[src/hw/llhp_dummy_removed.sv]
/*
 * Reserved file of the host port pins block; it holds no logic.
 * Assumes nothing.
 */

[src/hw/llhp_pkg.sv]
/*
 * Shared constants and types of the link-layer host port pins block.
 * Assumes a 200 MHz system clock that samples every host-side pin.
 */
package llhp_pkg;

  localparam int          SYS_CLK_MHZ      = 200;
  localparam int          BCLK_MAX_MHZ     = 50;
  // Host bus clock must give at least four samples per period
  localparam int          BCLK_MIN_SAMPLES = SYS_CLK_MHZ / BCLK_MAX_MHZ;
  localparam int          ISO_CLK_MHZ      = 25;
  localparam int          ISO_DIV          = SYS_CLK_MHZ / ISO_CLK_MHZ;
  localparam int          SCLK_DIV         = 4;
  localparam int          FIXED_ACK_BCLKS  = 3;

  localparam logic [1:0]  MODE_W16_HS      = 2'h0;
  localparam logic [1:0]  MODE_W16_FIX     = 2'h1;
  localparam logic [1:0]  MODE_W8_HS       = 2'h2;
  localparam logic [1:0]  MODE_W8_FIX      = 2'h3;

  localparam logic [3:0]  ACK_COMPLETE     = 4'h1;
  localparam logic [3:0]  ACK_BUSY         = 4'h4;

  localparam logic [15:0] DATA_RST         = 16'h0000;
  localparam logic [15:0] LOW_LANE_OE      = 16'hFF00;
  localparam logic [15:0] FULL_OE          = 16'hFFFF;

  typedef enum logic [1:0] {
    ST_IDLE,
    ST_ACCESS,
    ST_ACK
  } llhp_state_type;

  typedef struct packed {
    logic        we;
    logic        byte_mode;
    logic [7:0]  addr;
    logic [15:0] wdata;
  } llhp_req_type;

endpackage

[src/hw/llhp_port.sv]
/*
 * Host port pins of a serial-bus link-layer controller: host bus cycle
 * engine, interrupt pin, receive indicators, busy acknowledge selection
 * and the general-purpose clock divider.
 * Assumes host pins and the link system clock are asynchronous to
 * SYS_CLK and that the internal register side answers on SYS_CLK.
 */
// Operation
// [RULE1] Host supplies the bus clock, at most 50 MHz.
// [RULE2] Interrupt output goes low while an interrupt is pending.
// [RULE3] Address is 8 bits; pin 0 carries the most significant bit.
// [RULE4] Async packet received pulses its indicator for one iso clock.
// [RULE5] Iso packet received pulses its indicator for one iso clock.
// [RULE6] Host busy high makes incoming packets get a busy acknowledge.
// [RULE7] Each host bus cycle is acknowledged by driving acknowledge low.
// [RULE8] General-purpose clock is link system clock divided by four.
// [RULE9] Mode pins pick 16/8 bit bus and handshake or fixed timing.
// [RULE10] In 8-bit modes only data pins 8 to 15 carry data.
// [RULE11] Host starts each bus cycle by driving cycle start low.
// [RULE12] Pins 0-7 high byte, 8-15 low byte, low pin is MSB.
// [RULE13] Direction high means read, low means write.
// [RULE14] Handshake: acknowledge after access; fixed: after fixed clocks.
// [RULE15] Data pins driven only during an active read cycle.
module llhp_port
  import llhp_pkg::*;
#(
  parameter int FIXED_BCLKS = FIXED_ACK_BCLKS
) (
  input  wire logic                 SYS_CLK,
  input  wire logic                 NRST,
  input  wire logic                 HOST_BUS_CLK,
  input  wire logic                 CYCLE_START_N,
  input  wire logic                 READ_WRITE_SEL,
  input  wire logic [7:0]           HOST_ADDR,
  input  wire logic [15:0]          HOST_DATA_IN,
  output logic      [15:0]          HOST_DATA_OUT,
  output logic      [15:0]          HOST_DATA_OE,
  input  wire logic                 PORT_MODE_SEL_HI,
  input  wire logic                 PORT_MODE_SEL_LO,
  input  wire logic                 HOST_BUSY_IN,
  output logic                      CYCLE_ACK_N,
  output logic                      INT_N,
  output logic                      ASYNC_RX_PULSE,
  output logic                      ISO_RX_PULSE,
  output logic                      ISO_PORT_CLOCK,
  input  wire logic                 LINK_SYS_CLK,
  output logic                      GP_CLK,
  output llhp_pkg::llhp_req_type    REG_REQ,
  output logic                      REG_REQ_VALID,
  input  wire logic                 REG_ACK,
  input  wire logic [15:0]          REG_RDATA,
  input  wire logic                 INT_REQ,
  input  wire logic                 ASYNC_RX_EVENT,
  input  wire logic                 ISO_RX_EVENT,
  input  wire logic                 RX_ACK_REQ,
  input  wire logic                 GRF_FULL,
  output logic      [3:0]           RX_ACK_CODE,
  output logic                      RX_ACK_VALID
);

  initial begin
    if (FIXED_BCLKS < 1 || FIXED_BCLKS > 15)
      $error("FIXED_BCLKS must be between 1 and 15");
  end

  function automatic logic [7:0] rev8(input logic [7:0] v);
    logic [7:0] r;
    r = '0;
    for (int i = 0; i < 8; i++)
      r[i] = v[7-i];
    return r;
  endfunction

  // Pin i of a byte holds value bit 7-i; pins 0-7 form the high byte
  function automatic logic [15:0] pins16(input logic [15:0] v);
    return {rev8(v[7:0]), rev8(v[15:8])};
  endfunction

  // Synchronised pins
  logic [7:0]  addr_s;
  logic [15:0] din_s;
  logic [4:0]  ctl_s;
  logic        bclk_s;
  logic        cs_s;
  logic        rw_s;
  logic        busy_s;
  logic        sclk_s;
  logic [1:0]  mode_s;

  llhp_sync #(.W(8)) u_sync_addr (
    .SYS_CLK (SYS_CLK),
    .NRST    (NRST),
    .PIN     (HOST_ADDR),
    .SYNC    (addr_s)
  );

  llhp_sync #(.W(16)) u_sync_data (
    .SYS_CLK (SYS_CLK),
    .NRST    (NRST),
    .PIN     (HOST_DATA_IN),
    .SYNC    (din_s)
  );

  // Cycle start resets to high so no cycle is seen during reset
  llhp_sync #(.W(5)) u_sync_ctl (
    .SYS_CLK (SYS_CLK),
    .NRST    (NRST),
    .PIN     ({HOST_BUS_CLK, ~CYCLE_START_N, READ_WRITE_SEL,
               HOST_BUSY_IN, LINK_SYS_CLK}),
    .SYNC    (ctl_s)
  );

  llhp_sync #(.W(2)) u_sync_mode (
    .SYS_CLK (SYS_CLK),
    .NRST    (NRST),
    .PIN     ({PORT_MODE_SEL_HI, PORT_MODE_SEL_LO}),
    .SYNC    (mode_s)
  );

  assign bclk_s = ctl_s[4];
  assign cs_s   = ctl_s[3];
  assign rw_s   = ctl_s[2];
  assign busy_s = ctl_s[1];
  assign sclk_s = ctl_s[0];

  // Edge detection on synchronised clocks
  logic bclk_d_q;
  logic sclk_d_q;
  logic bclk_rise;
  logic sclk_rise;

  always_ff @(posedge SYS_CLK) begin
    if (!NRST) begin
      bclk_d_q <= 1'b0;
      sclk_d_q <= 1'b0;
    end else begin
      bclk_d_q <= bclk_s;
      sclk_d_q <= sclk_s;
    end
  end

  assign bclk_rise = bclk_s & ~bclk_d_q;
  assign sclk_rise = sclk_s & ~sclk_d_q;

  // Host cycle engine
  llhp_state_type state_q, state_d;
  llhp_req_type   req_q, req_d;
  logic           req_v_q, req_v_d;
  logic           pend_q, pend_d;
  logic           fixed_q, fixed_d;
  logic           bytem_q, bytem_d;
  logic [3:0]     bcnt_q, bcnt_d;
  logic [15:0]    rdata_q, rdata_d;
  logic           ack_q, ack_d;

  always_comb begin
    state_d = state_q;
    req_d   = req_q;
    req_v_d = 1'b0;
    pend_d  = pend_q;
    fixed_d = fixed_q;
    bytem_d = bytem_q;
    bcnt_d  = bcnt_q;
    rdata_d = rdata_q;
    ack_d   = 1'b0;
    if (pend_q && REG_ACK) begin
      pend_d = 1'b0;
      if (!req_q.we)
        rdata_d = REG_RDATA;
    end
    case (state_q)
      ST_IDLE: begin
        if (bclk_rise && cs_s) begin
          fixed_d       = mode_s[0];   // [RULE9]
          bytem_d       = mode_s[1];   // [RULE9]
          req_d.we      = ~rw_s;
          req_d.byte_mode = mode_s[1];
          req_d.addr    = rev8(addr_s); // [RULE3]
          // [RULE10] [RULE12]
          req_d.wdata   = mode_s[1] ? {8'h00, rev8(din_s[15:8])}
                                    : pins16(din_s);
          req_v_d       = 1'b1;
          pend_d        = 1'b1;
          bcnt_d        = 4'h0;
          state_d       = ST_ACCESS;
        end
      end
      ST_ACCESS: begin
        if (bclk_rise)
          bcnt_d = bcnt_q + 4'h1;
        // [RULE14]
        if (fixed_q) begin
          if (bcnt_q >= 4'(FIXED_BCLKS)) begin
            state_d = ST_ACK;
          end
        end else if (!pend_d) begin
          state_d = ST_ACK;
        end
      end
      ST_ACK: begin
        ack_d = 1'b1;                  // [RULE7]
        if (!cs_s) begin
          ack_d   = 1'b0;
          state_d = ST_IDLE;
        end
      end
      default: state_d = ST_IDLE;
    endcase
  end

  always_ff @(posedge SYS_CLK) begin
    if (!NRST) begin
      state_q <= ST_IDLE;
      req_q   <= '0;
      req_v_q <= 1'b0;
      pend_q  <= 1'b0;
      fixed_q <= 1'b0;
      bytem_q <= 1'b0;
      bcnt_q  <= 4'h0;
      rdata_q <= DATA_RST;
      ack_q   <= 1'b0;
    end else begin
      state_q <= state_d;
      req_q   <= req_d;
      req_v_q <= req_v_d;
      pend_q  <= pend_d;
      fixed_q <= fixed_d;
      bytem_q <= bytem_d;
      bcnt_q  <= bcnt_d;
      rdata_q <= rdata_d;
      ack_q   <= ack_d;
    end
  end

  assign REG_REQ       = req_q;
  assign REG_REQ_VALID = req_v_q;
  assign CYCLE_ACK_N   = ~ack_q;

  // Read data: in byte mode the low byte goes out on pins 8 to 15
  assign HOST_DATA_OUT = bytem_q ? {rev8(rdata_q[7:0]), 8'h00}
                                 : pins16(rdata_q);  // [RULE12]
  // Drive released two SYS_CLK cycles after cycle start rises or direction drops [RULE15]
  assign HOST_DATA_OE  = (cs_s && rw_s && state_q != ST_IDLE)
                         ? (bytem_q ? LOW_LANE_OE : FULL_OE)  // [RULE10]
                         : 16'h0000;

  // Interrupt, busy acknowledge, indicators and clocks
  logic       int_q, int_d;
  logic [3:0] ackc_q, ackc_d;
  logic       ackv_q, ackv_d;
  logic [2:0] iso_cnt_q, iso_cnt_d;
  logic       iso_clk_q, iso_clk_d;
  logic       apend_q, apend_d;
  logic       ipend_q, ipend_d;
  logic       apulse_q, apulse_d;
  logic       ipulse_q, ipulse_d;
  logic       sdiv_q, sdiv_d;
  logic       gp_q, gp_d;
  logic       iso_start;

  assign iso_start = (iso_cnt_q == 3'(ISO_DIV - 1));

  always_comb begin
    int_d  = INT_REQ;                          // [RULE2]
    ackv_d = RX_ACK_REQ;
    ackc_d = ackc_q;
    if (RX_ACK_REQ)
      ackc_d = (busy_s || GRF_FULL) ? ACK_BUSY : ACK_COMPLETE; // [RULE6]
    iso_cnt_d = iso_start ? 3'h0 : iso_cnt_q + 3'h1;
    iso_clk_d = (iso_cnt_d < 3'(ISO_DIV / 2));
    apulse_d  = apulse_q;
    ipulse_d  = ipulse_q;
    apend_d   = apend_q;
    ipend_d   = ipend_q;
    // Pulses span one whole iso clock period [RULE4] [RULE5]
    if (iso_start) begin
      apulse_d = apend_q;
      ipulse_d = ipend_q;
      apend_d  = 1'b0;
      ipend_d  = 1'b0;
    end
    // An event in the consuming cycle is kept for the next period
    if (ASYNC_RX_EVENT)
      apend_d = 1'b1;
    if (ISO_RX_EVENT)
      ipend_d = 1'b1;
    sdiv_d = sdiv_q;
    gp_d   = gp_q;
    if (sclk_rise) begin
      sdiv_d = ~sdiv_q;
      if (sdiv_q)
        gp_d = ~gp_q;                          // [RULE8]
    end
  end

  always_ff @(posedge SYS_CLK) begin
    if (!NRST) begin
      int_q     <= 1'b0;
      ackc_q    <= ACK_COMPLETE;
      ackv_q    <= 1'b0;
      iso_cnt_q <= 3'h0;
      iso_clk_q <= 1'b1;
      apend_q   <= 1'b0;
      ipend_q   <= 1'b0;
      apulse_q  <= 1'b0;
      ipulse_q  <= 1'b0;
      sdiv_q    <= 1'b0;
      gp_q      <= 1'b0;
    end else begin
      int_q     <= int_d;
      ackc_q    <= ackc_d;
      ackv_q    <= ackv_d;
      iso_cnt_q <= iso_cnt_d;
      iso_clk_q <= iso_clk_d;
      apend_q   <= apend_d;
      ipend_q   <= ipend_d;
      apulse_q  <= apulse_d;
      ipulse_q  <= ipulse_d;
      sdiv_q    <= sdiv_d;
      gp_q      <= gp_d;
    end
  end

  assign INT_N          = ~int_q;
  assign RX_ACK_CODE    = ackc_q;
  assign RX_ACK_VALID   = ackv_q;
  assign ISO_PORT_CLOCK = iso_clk_q;
  assign ASYNC_RX_PULSE = apulse_q;
  assign ISO_RX_PULSE   = ipulse_q;
  assign GP_CLK         = gp_q;

  property p_int;
    @(posedge SYS_CLK) disable iff (!NRST)
      INT_REQ |=> !INT_N;
  endproperty
  a_int: assert property (p_int) else $error("interrupt not low"); // [RULE2]

  property p_async;
    @(posedge SYS_CLK) disable iff (!NRST)
      $changed(ASYNC_RX_PULSE) |-> $past(iso_start);
  endproperty
  a_async: assert property (p_async) else $error("async pulse width"); // [RULE4]

  property p_iso;
    @(posedge SYS_CLK) disable iff (!NRST)
      $rose(ISO_RX_PULSE) |-> $past(iso_start) ##0 ISO_RX_PULSE[*8];
  endproperty
  a_iso: assert property (p_iso) else $error("iso pulse width"); // [RULE5]

  property p_busy;
    @(posedge SYS_CLK) disable iff (!NRST)
      RX_ACK_REQ && busy_s |=> RX_ACK_VALID && RX_ACK_CODE == ACK_BUSY;
  endproperty
  a_busy: assert property (p_busy) else $error("busy ack missing"); // [RULE6]

  property p_ack;
    @(posedge SYS_CLK) disable iff (!NRST)
      $fell(CYCLE_ACK_N) |-> $past(state_q == ST_ACK) && $past(cs_s, 2);
  endproperty
  a_ack: assert property (p_ack) else $error("ack without cycle"); // [RULE7]

  property p_gpclk;
    @(posedge SYS_CLK) disable iff (!NRST)
      $changed(GP_CLK) |-> $past(sclk_rise) && $past(sdiv_q);
  endproperty
  a_gpclk: assert property (p_gpclk) else $error("gp clock ratio"); // [RULE8]

  property p_oe;
    @(posedge SYS_CLK) disable iff (!NRST)
      HOST_DATA_OE != 16'h0000 |-> cs_s && rw_s
        && (!bytem_q || HOST_DATA_OE[7:0] == 8'h00);
  endproperty
  a_oe: assert property (p_oe) else $error("data driven outside read"); // [RULE15]

  property p_hs;
    @(posedge SYS_CLK) disable iff (!NRST)
      !fixed_q && pend_q |-> CYCLE_ACK_N;
  endproperty
  a_hs: assert property (p_hs) else $error("ack before access done"); // [RULE14]

  property p_addr;
    @(posedge SYS_CLK) disable iff (!NRST)
      REG_REQ_VALID |-> REG_REQ.addr[7] == $past(addr_s[0])
        && REG_REQ.addr[0] == $past(addr_s[7]);
  endproperty
  a_addr: assert property (p_addr) else $error("address bit order"); // [RULE3]

endmodule

[src/hw/llhp_sync.sv]
/*
 * Two-flop synchroniser for a group of pins.
 * Assumes the bits of the group are stable around the sampling edge
 * they are used on; no bit-to-bit coherence is promised.
 */
module llhp_sync #(
  parameter int W = 1
) (
  input  wire logic         SYS_CLK,
  input  wire logic         NRST,
  input  wire logic [W-1:0] PIN,
  output logic      [W-1:0] SYNC
);
  logic [W-1:0] meta_q;
  logic [W-1:0] sync_q;

  always_ff @(posedge SYS_CLK) begin
    if (!NRST) begin
      meta_q <= '0;
      sync_q <= '0;
    end else begin
      meta_q <= PIN;
      sync_q <= meta_q;
    end
  end

  assign SYNC = sync_q;
endmodule

[config.mk]
export PLATFORM = sky130hd
export DESIGN_NAME = llhp_port
export DESIGN_NICKNAME = d
export VERILOG_FILES = /design/src/hw/llhp_dummy_removed.sv /design/src/hw/llhp_pkg.sv /design/src/hw/llhp_port.sv /design/src/hw/llhp_sync.sv
export SDC_FILE = /design/constraint.sdc
export NUM_CORES = 1
export LEC_CHECK = 0
export BUFFER_PORTS_ARGS = -buffer_cell sky130_fd_sc_hd__buf_2
export CORE_MARGIN = 2
export CORE_UTILIZATION = 53
export CTS_BUF_LIST = sky130_fd_sc_hd__clkbuf_8
export CTS_CLUSTER_SIZE = 10
export DETAILED_ROUTE_END_ITERATION = 7
export PLACE_DENSITY = 0.93
export SYNTH_ARGS = -nofsm -noshare
export SYNTH_HDL_FRONTEND = slang
export SYNTH_SLANG_ARGS = --single-unit
[constraint.sdc]
create_clock -name SYS_CLK -period 1.7 [get_ports SYS_CLK]
set_clock_uncertainty 0.05 [all_clocks]
set_input_delay 0 -clock SYS_CLK [delete_from_list [all_inputs] [get_ports SYS_CLK]]
set_output_delay 0 -clock SYS_CLK [all_outputs]
set_load 0.02 [all_outputs]
==> reports/metrics.cfg <==
[outcome]
status=finished clean

[worst_setup_path]
crit_required_ns=1.92
timing.rr.start=bcnt_q[0]
crit_arrival_ns=1.86
timing.critical_path.slowest_stage_cell=a2111oi_0
timing.critical_path.fanout_max=4
worstPathCellList=ha_1 -> nor3_1 -> a21oi_1 -> a2111oi_0
reg2reg_setup_slack_ns=0.06
cp.depth=4
slowest_delay_ns=0.49
setup.worst_path.end=state_q[0]
rr_worst_depth=4
critical_path.startpoint_type=flip-flop
critical-path-top-delay-family=compound AO/OA/AOI/OAI gates
worstSetupStartpoint=bcnt_q[0]
endpoint_kind=flip-flop
reg2reg_to=state_q[0]
path_buf_inv=0
type_of_the_worst_setup_path=reg -> reg

[floorplan]
floorplan.die_area_um2=8723
die_height_um=93.40
io-pin-count=125
rows=32
floorplan.initialDensity=0.5481
floorplan.die.width_um=93.40
core-area_um2=7727

[clock_network]
tritoncts=yes
max-clock-path-buffers=2
clk-insertion-delay-late_ns=0.42
clk_pin_slew_worst_setup_hold_paths_ns=0.07
cts_root_buf=clkbuf_8
number_of_clock_sinks=130
clock_tree.htree_level_count=4
clock_buffer_count_from_cts=17

[sta]
setup_slack_ns=0.05500
hold_viol=0
setup_viol_count_final=0
period_needed_ns=1.645
slew-limit-headroom=0.6122
final_max_slew_viol_count=0
totalNegativeSetupSlack_ns=0
tightest_slew_ns=0.5800
min_period_over_period=0.9676
fmax_ghz=0.6079

[yosys]
synth.avg_cell_area_um2=10.78
synth_top_cell_area_share=0.6145
yosysSeqAreaShare=0.6145
count_of_cell_types_in_the_netlist=38
synth-warning-count=0
synth_enable_flop_cells=0
synth.top_cells.by_area=dfxtp_1, and2_1, a22o_1, buf_4, nand2_1
synthesis.instances=393
synthDominantAreaCellType=dfxtp_1
syn_area_um2=4235
postSynthRegisterBits=130
ys.flop_type=dfxtp_1
synthArstFlopShare=0

[global_routing]
grt.overflow.total=0
grt_first_pass_wirelength_um=14480
grt_pass1_vias=3201
initial_antenna_violation_count=0
grt_start_max_net_pins=39
grt_usage=0.2217

[placed_design]
buffer_ports.inserted=122
placement.cell_area_um2=4748
dp_hpwl_um=5563
gp_routability_congestion=0.7722
preCtsSetupSlack_ns=0.2699

[finish]
num_antenna_cells=0
final_common_cell=dfxtp_1
most_frequent_cells_in_the_layout=dfxtp_1, buf_2, and2_1
layout-drive-gt1-share=0.2945
area.growth.synth_to_final_pct=35.51
finish.instance_area_um2=5739
finish.net_count=613
fillCellCount=514

[power_and_ir_drop]
static-leakage-power_nw=2.618
worst_ir_drop_vdd_mv=0.6425
cell_area_power_density_nw_per_um2=1054

[routing]
dr_total_vias=3285
firstDrtPassIters=4
wl_um=9563
detail_route.vias_per_cell=4.910
remaining_drc_errors=0
drtAntennaViolNets=0
first_iter_violations=157
wl_per_cell_um=14.29

[min_path]
holdCritPathClass=in -> reg

[job]
max_cap_violations=0

[layout make-up]
| type | count | area, µm² | share of cell area |
|---|---|---|---|
| Clock buffer | 21 | 289.0 | 0.05036 |
| Tap cell | 102 | 127.6 | 0.02224 |
| Inverter | 10 | 37.54 | 0.006540 |
| Sequential cell | 130 | 2604 | 0.4537 |
| Multi-Input combinational cell | 211 | 1330 | 0.2317 |
| Timing Repair Buffer | 185 | 1241 | 0.2163 |
| Clock inverter | 10 | 110.1 | 0.01918 |
[flip-flops by register name (all words and copies together), names as in the netlist, 2 cells and up]
name	count
bcnt_q	4
u_sync_data.SYNC	16
RX_ACK_CODE	2
iso_cnt_q	3
u_sync_addr.meta_q	8
u_sync_data.meta_q	16
u_sync_mode.SYNC	2
u_sync_ctl.SYNC	5
u_sync_addr.SYNC	8
u_sync_ctl.meta_q	5
REG_REQ	25
u_sync_mode.meta_q	2
rdata_q	16
state_q	2
[kinds of logic (layout without fill, tap and decap cells)]
| group | count (synthesis) | in the layout | synth area share |
|---|---|---|---|
| compound gates | 62 | 62 | 0.1037 |
| fa+ha+maj | 3 | 3 | 0.008864 |
| buf+inv | 53 | 226 | 0.07533 |
| other cells | 1 | 2 | 0.0008854 |
| mux | 2 | 2 | 0.004727 |
| flops | 130 | 130 | 0.6145 |
| xor+xnor | 2 | 2 | 0.004137 |
| simple gates | 140 | 140 | 0.1879 |
[worst min-delay path by stage]
stage | start | end | cells past startpoint
floorplan | CYCLE_START_N | u_sync_ctl.meta_q[3] | 1
global placement | CYCLE_START_N | u_sync_ctl.meta_q[3] | 2
detailed placement | CYCLE_START_N | u_sync_ctl.meta_q[3] | 2
CTS | PORT_MODE_SEL_LO | u_sync_mode.meta_q[0] | 3
global route | PORT_MODE_SEL_LO | u_sync_mode.meta_q[0] | 3
finish | HOST_DATA_IN[14] | u_sync_data.meta_q[14] | 3
[where the power goes]
group / internal (mW) / switching (mW)
clock: 1.44 / 1.11
combinational: 0.193 / 0.141
sequential: 3.14 / 0.0328
total: 4.77 / 1.28
[synthesized netlist by cell type, types with 8 or more instances]
library cell	number
a21oi_1	24
a22o_1	27
and2_1	66
buf_4	25
clkbuf_1	12
dfxtp_1	130
inv_1	9
nand2_1	34
nor2_1	8
nor2b_1	11
[routing by layer]
layer,track usage,vias up,share of wire
met5,0,-,0
met4,0.1471,0,0.044
met3,0.06044,33,0.060
met2,0.4047,144,0.53
met1,0.2166,1516,0.37
li1,-,1592,-
[timing repair]
action / CTS / global route
pin swaps: 0 / 1
endpoints found under the setup margin: 8 / 8
hold buffers: 55 / 0
buffers inserted: 0 / 2
gates resized for setup: 2 / 9
cloned: 0 / 0
hold endpoints to repair: 64 / 0
[metrics by stage]
stage | cells | util | power, mW | hold WS, ns
3_3_place_gp | 581 | 0.6145 | 3.449 | 0.1168
3_5_place_dp | 581 | 0.6145 | 3.464 | 0.1049
4_1_cts | 667 | 0.7380 | 6.063 | 0.2412
6_report | 669 | 0.7427 | 6.049 | 0.2618
2_1_floorplan | 394 | - | 3.368 | 0.01669
5_1_grt | 669 | 0.7427 | 6.258 | 0.2533
[worst min-delay path, stage by stage]
cell and delay, ns:
dlygate4sd3_1 0.51, buf_2 0.09, and2_1 0.10
No activity file was read; power rests on OpenSTA's default activity.
